[src/common/timer_one_pkg.sv]
// Package of register offsets, field positions, reset values and codes.
// Assumes a 32-bit classic Wishbone slave with word-aligned registers.
package timer_one_pkg;
    localparam logic [4:0] ADDR_COUNT = 5'h00;
    localparam logic [4:0] ADDR_PERIOD = 5'h04;
    localparam logic [4:0] ADDR_CONTROL = 5'h08;
    localparam logic [4:0] ADDR_IRQ_STATUS = 5'h0c;
    localparam logic [4:0] ADDR_IRQ_CLEAR = 5'h10;
    localparam logic [4:0] ADDR_IRQ_ENABLE = 5'h14;
    localparam int BIT_RUN = 15;
    localparam int BIT_IDLE_STOP = 13;
    localparam int BIT_GATE = 6;
    localparam int BIT_PS_HI = 5;
    localparam int BIT_PS_LO = 4;
    localparam int BIT_SYNC = 2;
    localparam int BIT_SRC = 1;
    localparam logic [15:0] CONTROL_MASK = 16'ha076;
    localparam logic [15:0] CONTROL_RESET = 16'h0000;
    localparam logic [15:0] PERIOD_RESET = 16'hffff;
    localparam logic [15:0] COUNT_RESET = 16'h0000;
    localparam int IRQ_MATCH = 0;
    localparam int IRQ_GATE_END = 1;
    localparam logic [7:0] PS_DIV1 = 8'h00;
    localparam logic [7:0] PS_DIV8 = 8'h07;
    localparam logic [7:0] PS_DIV64 = 8'h3f;
    localparam logic [7:0] PS_DIV256 = 8'hff;
endpackage : timer_one_pkg

[src/common/tick_if.sv]
// Interface carrying the prescaler control and its output tick.
// Assumes both ends run on the same clock.
`timescale 1ns/100ps
interface tick_if;
    logic clear;
    logic enable;
    logic [1:0] sel;
    logic src_pulse;
    logic tick;
    modport ctrl (output clear, output enable, output sel,
        output src_pulse, input tick);
    modport scaler (input clear, input enable, input sel,
        input src_pulse, output tick);
endinterface : tick_if

[src/prescaler.sv]
// Prescaler dividing the selected input pulse by 1, 8, 64 or 256.
// Assumes src_pulse is a one-cycle pulse in the clk_i domain.
`timescale 1ns/100ps
module prescaler import timer_one_pkg::*; (
    input wire logic clk_i,
    input wire logic rst_i,
    tick_if.scaler tk
);
    logic [7:0] cnt_q;
    logic [7:0] limit;

    always_comb begin
        unique case (tk.sel)
            2'b00: limit = PS_DIV1;
            2'b01: limit = PS_DIV8;
            2'b10: limit = PS_DIV64;
            2'b11: limit = PS_DIV256;
        endcase
    end

    // Clear acts only while enabled; a halted prescaler keeps its count.
    always_ff @(posedge clk_i) begin
        if (rst_i) begin
            cnt_q <= 8'h00;
        end else if (tk.clear && tk.enable) begin
            cnt_q <= 8'h00;
        end else if (tk.enable && tk.src_pulse) begin
            cnt_q <= (cnt_q >= limit) ? 8'h00 : cnt_q + 8'h01;
        end
    end

    assign tk.tick = tk.enable && tk.src_pulse && (cnt_q >= limit);
endmodule : prescaler

[src/timer_one_counter.sv]
// Sixteen-bit timer/counter with period match and Wishbone registers.
// Assumes a classic Wishbone master on clk_i and asynchronous pin inputs.
//
// Notes on behaviour
// - Timer mode counts each instruction cycle up to period, then wraps.
// - Synchronous counter counts synchronised external rising edges, wraps.
// - Asynchronous counter counts every external rising edge, wraps.
// - Idle stops counting when idle-stop is one; resumes after Idle.
// - Asynchronous counting also halts in Idle when idle-stop is set.
// - Gated mode counts instruction cycles only while gate pin is high.
// - Input clock is instruction cycle or the external pin, by source.
// - Prescaler divides input by 1, 8, 64 or 256 per two-bit field.
// - Prescaler clears on count write, run-enable clear and reset.
// - A disabled timer cannot reset its halted prescaler.
// - Control writes leave the count; only count writes change it.
// - In Sleep, counts only if enabled, external, and asynchronous.
// - Running in Sleep, counts to period then resets to zero.
// - Count-period match requests interrupt when its enable is set.
// - Match sets a sticky flag held until software clears it.
// - Gated mode also interrupts on the gate falling edge.
//
// The register offsets and the Wishbone slave port were left to the implementer.
`timescale 1ns/100ps
module timer_one_counter import timer_one_pkg::*; (
    input wire logic clk_i,
    input wire logic rst_i,
    input wire logic cyc_i,
    input wire logic stb_i,
    input wire logic we_i,
    input wire logic [4:0] adr_i,
    input wire logic [3:0] sel_i,
    input wire logic [31:0] dat_i,
    output logic [31:0] dat_o,
    output logic ack_o,
    input wire logic instr_cycle_i,
    input wire logic ext_clock_gate_pin_i,
    input wire logic cpu_idle_i,
    input wire logic cpu_sleep_i,
    output logic irq_o
);
    ////////////////////////////////////////////////////////////////////
    logic [15:0] count_value_q;
    logic [15:0] period_value_q;
    logic [15:0] timer_control_word_q;
    logic [1:0] irq_status_q;
    logic [1:0] irq_enable_q;
    logic [1:0] pin_sync_q;
    logic pin_prev_q;
    logic [1:0] idle_sync_q;
    logic [1:0] sleep_sync_q;
    logic ack_q;
    logic [31:0] dat_q;
    logic irq_q;
    logic req;
    logic wr_lo;
    logic wr_hi;
    logic wr_count;
    logic wr_control;
    logic pin_rise;
    logic pin_fall;
    logic pin_level;
    logic timer_run_enable;
    logic clock_source_sel;
    logic ext_sync_sel;
    logic gate_accum_enable;
    logic idle_stop_sel;
    logic halted;
    logic idle_halt;
    logic sleep_halt;
    logic [31:0] rdata;
    logic match;
    logic [15:0] wdata;
    logic [1:0] irq_set;

    tick_if tk ();

    prescaler u_prescaler (
        .clk_i(clk_i),
        .rst_i(rst_i),
        .tk(tk)
    );

    ////////////////////////////////////////////////////////////////////
    // Bus decode. Each access is answered one cycle after it is seen.
    assign req = cyc_i && stb_i && !ack_q;
    assign wr_lo = req && we_i && sel_i[0];
    assign wr_hi = req && we_i && sel_i[1];
    assign wr_count = (wr_lo || wr_hi) && (adr_i == ADDR_COUNT);
    assign wr_control = (wr_lo || wr_hi) && (adr_i == ADDR_CONTROL);

    always_comb begin
        wdata = 16'h0000;
        wdata[7:0] = dat_i[7:0];
        wdata[15:8] = dat_i[15:8];
    end

    assign timer_run_enable = timer_control_word_q[BIT_RUN];
    assign idle_stop_sel = timer_control_word_q[BIT_IDLE_STOP];
    assign gate_accum_enable = timer_control_word_q[BIT_GATE];
    assign ext_sync_sel = timer_control_word_q[BIT_SYNC];
    assign clock_source_sel = timer_control_word_q[BIT_SRC];

    ////////////////////////////////////////////////////////////////////
    // Pin and processor state synchronisers.
    always_ff @(posedge clk_i) begin
        if (rst_i) begin
            pin_sync_q <= 2'b00;
            pin_prev_q <= 1'b0;
            idle_sync_q <= 2'b00;
            sleep_sync_q <= 2'b00;
        end else begin
            pin_sync_q <= {pin_sync_q[0], ext_clock_gate_pin_i};
            pin_prev_q <= pin_sync_q[1];
            idle_sync_q <= {idle_sync_q[0], cpu_idle_i};
            sleep_sync_q <= {sleep_sync_q[0], cpu_sleep_i};
        end
    end

    // The asynchronous path is modelled on the same clock; only the
    // Sleep qualification differs between the two counter modes.
    assign pin_level = pin_sync_q[1];
    assign pin_rise = pin_level && !pin_prev_q;
    assign pin_fall = !pin_level && pin_prev_q;

    ////////////////////////////////////////////////////////////////////
    // Stop conditions for Idle and Sleep.
    // Idle stops every mode alike when the idle-stop bit is set.
    assign idle_halt = idle_sync_q[1] && idle_stop_sel;

    // Sleep stops the core clock, so only the unsynchronised external
    // counter may keep running; every other mode must freeze.
    assign sleep_halt = sleep_sync_q[1]
        && !(clock_source_sel && !ext_sync_sel);

    always_comb begin
        halted = idle_halt || sleep_halt;
    end

    // Input pulse selection ahead of the prescaler.
    always_comb begin
        tk.enable = timer_run_enable && !halted;
        tk.sel = timer_control_word_q[BIT_PS_HI:BIT_PS_LO];
        tk.clear = wr_count || (wr_hi && (adr_i == ADDR_CONTROL)
            && !wdata[BIT_RUN]);
        if (clock_source_sel) begin
            tk.src_pulse = pin_rise;
        end else if (gate_accum_enable) begin
            tk.src_pulse = instr_cycle_i && pin_level;
        end else begin
            tk.src_pulse = instr_cycle_i;
        end
    end

    assign match = (count_value_q == period_value_q);

    ////////////////////////////////////////////////////////////////////
    // Count register.
    always_ff @(posedge clk_i) begin
        if (rst_i) begin
            count_value_q <= COUNT_RESET;
        end else if (wr_count) begin
            if (sel_i[0]) begin
                count_value_q[7:0] <= wdata[7:0];
            end
            if (sel_i[1]) begin
                count_value_q[15:8] <= wdata[15:8];
            end
        end else if (tk.tick) begin
            if (match) begin
                count_value_q <= 16'h0000;
            end else begin
                count_value_q <= count_value_q + 16'h0001;
            end
        end
    end

    // Period and control registers.
    always_ff @(posedge clk_i) begin
        if (rst_i) begin
            period_value_q <= PERIOD_RESET;
        end else if (adr_i == ADDR_PERIOD) begin
            if (wr_lo) begin
                period_value_q[7:0] <= wdata[7:0];
            end
            if (wr_hi) begin
                period_value_q[15:8] <= wdata[15:8];
            end
        end
    end

    always_ff @(posedge clk_i) begin
        if (rst_i) begin
            timer_control_word_q <= CONTROL_RESET;
        end else if (wr_control) begin
            if (sel_i[0]) begin
                timer_control_word_q[7:0] <= wdata[7:0] & CONTROL_MASK[7:0];
            end
            if (sel_i[1]) begin
                timer_control_word_q[15:8] <= wdata[15:8]
                    & CONTROL_MASK[15:8];
            end
        end
    end

    ////////////////////////////////////////////////////////////////////
    // Interrupt status, enable and output.
    always_comb begin
        irq_set = 2'b00;
        irq_set[IRQ_MATCH] = tk.tick && match;
        irq_set[IRQ_GATE_END] = timer_run_enable && !clock_source_sel
            && gate_accum_enable && pin_fall && !halted;
    end

    // One sticky bit per event. A set in the same cycle as a clear wins,
    // so an event that lands on the clear write is never lost.
    for (genvar b = 0; b < 2; b++) begin : g_status
        logic clr_bit;
        assign clr_bit = wr_lo && (adr_i == ADDR_IRQ_CLEAR) && dat_i[b];
        always_ff @(posedge clk_i) begin
            if (rst_i) begin
                irq_status_q[b] <= 1'b0;
            end else if (irq_set[b]) begin
                irq_status_q[b] <= 1'b1;
            end else if (clr_bit) begin
                irq_status_q[b] <= 1'b0;
            end
        end
    end

    always_ff @(posedge clk_i) begin
        if (rst_i) begin
            irq_enable_q <= 2'b00;
        end else if (wr_lo && (adr_i == ADDR_IRQ_ENABLE)) begin
            irq_enable_q <= dat_i[1:0];
        end
    end

    always_ff @(posedge clk_i) begin
        if (rst_i) begin
            irq_q <= 1'b0;
        end else begin
            irq_q <= |(irq_status_q & irq_enable_q);
        end
    end

    ////////////////////////////////////////////////////////////////////
    // Read data and acknowledge.
    // The clear register and unmapped offsets read as zero.
    always_comb begin
        rdata = 32'h00000000;
        unique case (adr_i)
            ADDR_COUNT: rdata = {16'h0000, count_value_q};
            ADDR_PERIOD: rdata = {16'h0000, period_value_q};
            ADDR_CONTROL: rdata = {16'h0000, timer_control_word_q};
            ADDR_IRQ_STATUS: rdata = {30'h0, irq_status_q};
            ADDR_IRQ_ENABLE: rdata = {30'h0, irq_enable_q};
            default: rdata = 32'h00000000;
        endcase
    end

    // The answer is registered, so the master sees it one cycle after
    // the request is taken; read data stays until the next read.
    always_ff @(posedge clk_i) begin
        if (rst_i) begin
            ack_q <= 1'b0;
        end else begin
            ack_q <= req;
        end
    end

    always_ff @(posedge clk_i) begin
        if (rst_i) begin
            dat_q <= 32'h00000000;
        end else if (req && !we_i) begin
            dat_q <= rdata;
        end
    end

    assign ack_o = ack_q;
    assign dat_o = dat_q;
    assign irq_o = irq_q;
endmodule : timer_one_counter

[config.mk]
export PLATFORM = sky130hd
export DESIGN_NAME = timer_one_counter
export DESIGN_NICKNAME = d
export VERILOG_FILES = /design/src/common/timer_one_pkg.sv /design/src/common/tick_if.sv /design/src/prescaler.sv /design/src/timer_one_counter.sv
export SDC_FILE = /design/constraint.sdc
export NUM_CORES = 1
export LEC_CHECK = 0
export ABC_AREA = 1
export BUFFER_PORTS_ARGS = -buffer_cell sky130_fd_sc_hd__buf_4
export CORE_MARGIN = 2
export CORE_UTILIZATION = 51
export DETAILED_ROUTE_END_ITERATION = 8
export GPL_TIMING_DRIVEN = 0
export PLACE_DENSITY = 0.77
export REMOVE_ABC_BUFFERS = 1
export SYNTH_ARGS = -nofsm -noshare
export SYNTH_HDL_FRONTEND = slang
export SYNTH_SLANG_ARGS = --single-unit
[constraint.sdc]
create_clock -name clk_i -period 1.6 [get_ports clk_i]
set_input_delay 0.32 -clock clk_i [delete_from_list [all_inputs] [get_ports clk_i]]
set_output_delay 0.32 -clock clk_i [all_outputs]
set_load 0.02 [all_outputs]
==> metrics <==
Avg Inst Size Synth 6.60 µm²; Finished Core Util 0.624; Hold/Removal Path Class in2reg; crit-path cells nand2_1, ha_1, nand2_1, o21a_1, nand2_8, nand3_4, a21oi_2, nor2_1; largest net degree at the start of global routing 30; drt initial violations 426; Synth Area in XOR/XNOR 0.0253; Post-Synthesis Cells 681; largest fanout on the critical path 8; Antenna Cells 0; CTS tree built; Post-synth EDFFs 0; Core ar. 8640 µm²; grt met2 use 0.410; Fin Clk Skew 0.0144 ns; CTS buffer count 9; Seq/Total Area, Yosys 0.338; # clock sinks 76; Async SR Flop Fraction 0; antenna viol nets, final 0; crit end category register; die area 9580 µm²; Reg power frac 0.515; area of the multi-input gates 2780 µm²; flops & latches, synth 76; arrival time worst endpoint 2.02 ns; Via density 5.46; first-pass GRT wire length 20,200 µm; Most Frequent Cell on Critical Path nand2_1; first-pass iteration count of the detailed router 7; Switch Pwr 0.937 mW; largest family of logic cells by synthesized area simple AND/OR/NAND/NOR gates; internal power 2.77 mW; Worst VDD drop 469 µV; port bufs 49; final setup margin -0.165 ns; Synth top area share 0.338; Post-Synth Adder-Cell Area 0.0223; CTS Buffer Depth 2; Comb pwr share 0.073; Die Height 97.9 µm; RSZ-0062 raised after global routing true; min cycle time layout 1.76 ns; worst skew pair latency 0.36 ns; CP max stage delay 0.37 ns; GR Util met1 0.347; Rows 34; fin crit share 1.10; pwr/cell area 687 nW/µm²; Leak 2.54 nW; synth cell count leaders nand2_1 (209), nor2_1 (78), dfxtp_1 (76); Finished Layout Cells 844; outcome finished with violations; Syn-to-layout area delta 19.9%; Synth warnings 0; Root Buffer clkbuf_8; Initial Utilization 0.521; placed cell count 815; H-tree lvl count 3; Hold Vio Cnt, Final 0; max-slew violations 0; sw frac 0.253; Worst EP required 1.86 ns; TNS Setup -3.50 ns; vias in the first global route 4,242; FF+latch area 1530 µm²; Setup Crit Path Kind reg2reg; Residual DRC 0; Peak Freq 567 MHz; Worst setup SP type register; layout cells sized above 1 0.232; crit path max-delay cell type dfxtp_2; final WL 12,500 µm; die width 97.9 µm; Synth Area in Simple Gates 0.368; max-cap violation count 0; top cells by area, synth dfxtp_1 (34%), nand2_1 (17%), nor2_1 (6.5%); violated checks setup timing; Worst-path clk slew 0.08 ns; Ports 84; antenna violations before repair 0; final RePlAce weighted congestion 0.944; most frequent cell after synthesis nand2_1; fin nets 789; M3 GR Usage 0.0415; dominant synthesized flop cell dfxtp_1; gr busiest metal met2; Compound-Gate Fraction of Synth Area 0.128; Finish-stage setup viols 24; clock share of power 0.412; GRT overflow 0; Tot GR Track Use 0.257; mapped cell area 4500 µm²; synth unique cells 40; Vias 4,610; post-synthesis mux area share 0; DP HPWL 8130 µm; post-DR wirelength/cell 14.8 µm; Yosys top cell by area dfxtp_1; Filler cells 753
[worst max-delay path, delay by kind of cell, from the launching register on]
family | cells | cell delay (ns)
and+or+nand+nor | 5 | 0.55
AOI/OAI and AO/OA | 2 | 0.43
DFF | 1 | 0.37
adders and majority gates | 1 | 0.31
[final cells by class]
type,instances,share of cell area
Clock inverter,4,0.0104
Inverter,74,0.0550
Timing Repair Buffer,58,0.0831
Tap cell,108,0.0251
Clock buffer,12,0.0269
Timing Repair inverter,1,0.00139
Multi-Input combinational cell,511,0.515
Sequential cell,76,0.283
[power by group through the flow]
stage	combinational [mW]	sequential, mW	clock (mW)
finish	0.271	1.91	1.52
global route	0.290	1.91	1.62
CTS	0.264	1.91	1.53
detailed placement	0.242	1.95	0
global placement	0.237	1.95	0
floorplan	0.116	1.96	0
[per-stage QoR]
| step | instance area [µm²] | power, mW | worst slack (ns) | hold WS (ns) |
|---|---|---|---|---|
| finish | 5390 | 3.70 | -0.165 | 0.159 |
| global route | 5390 | 3.82 | -0.269 | 0.160 |
| CTS | 5250 | 3.71 | -0.154 | 0.154 |
| detailed placement | 4800 | 2.20 | -0.722 | 0.395 |
| global placement | 4800 | 2.19 | -0.650 | 0.391 |
| floorplan | 4300 | 2.07 | -0.273 | 0.388 |
[cell families after synthesis]
family          after synthesis
fa+ha+maj                     8
simple gates                376
flops                        76
compound gates               95
other cells                   1
xor+xnor                     13
buf+inv                     112
[flip-flops by register name, summed over array words and instances, names as in the netlist, 2 cells and up]
register	cells
count_value_q	16
dat_o	16
period_value_q	16
u_prescaler.cnt_q	8
timer_control_word_q	7
idle_sync_q	2
irq_enable_q	2
irq_status_q	2
pin_sync_q	2
sleep_sync_q	2
[timing repair]
item / 4_1_cts / 5_1_grt
hold buffers: 0 / 0
cloned: 4 / 0
setup endpoints to repair: 42 / 39
pin swaps: 9 / 18
buffers inserted: 4 / 5
gates resized for setup: 41 / 25
[cell usage in the layout (no fill, tap or decap), types with 12 or more instances in the layout]
master,Yosys,routed
inv_2,22,22
o21ai_0,13,12
nand2_2,13,12
nor2_1,78,72
conb_1,1,16
a21oi_2,1,12
o211ai_1,15,15
a21oi_1,43,32
nand3_1,46,37
buf_4,18,57
inv_1,52,49
nand2_1,209,204
xor2_1,12,12
dfxtp_1,76,74
[worst paths after layout]
| path | slack (ns) | to | start | cells past startpoint |
|---|---|---|---|---|
| max | -0.16 | count_value_q[0] | timer_control_word_q[4] | 8 |
| min reg2reg | 0.41 | pin_sync_q[1] | pin_sync_q[0] | 2 |
| max reg2reg | -0.16 | count_value_q[0] | timer_control_word_q[4] | 8 |
| min | 0.16 | sleep_sync_q[0] | cpu_sleep_i | 3 |
[metal layers]
metal,wire length (µm),up-vias
met1,5420,2093
met2,5750,219
met5,0,-
li1,-,2259
met4,370,0
met3,996,39
(Power assumes the default switching activity.)
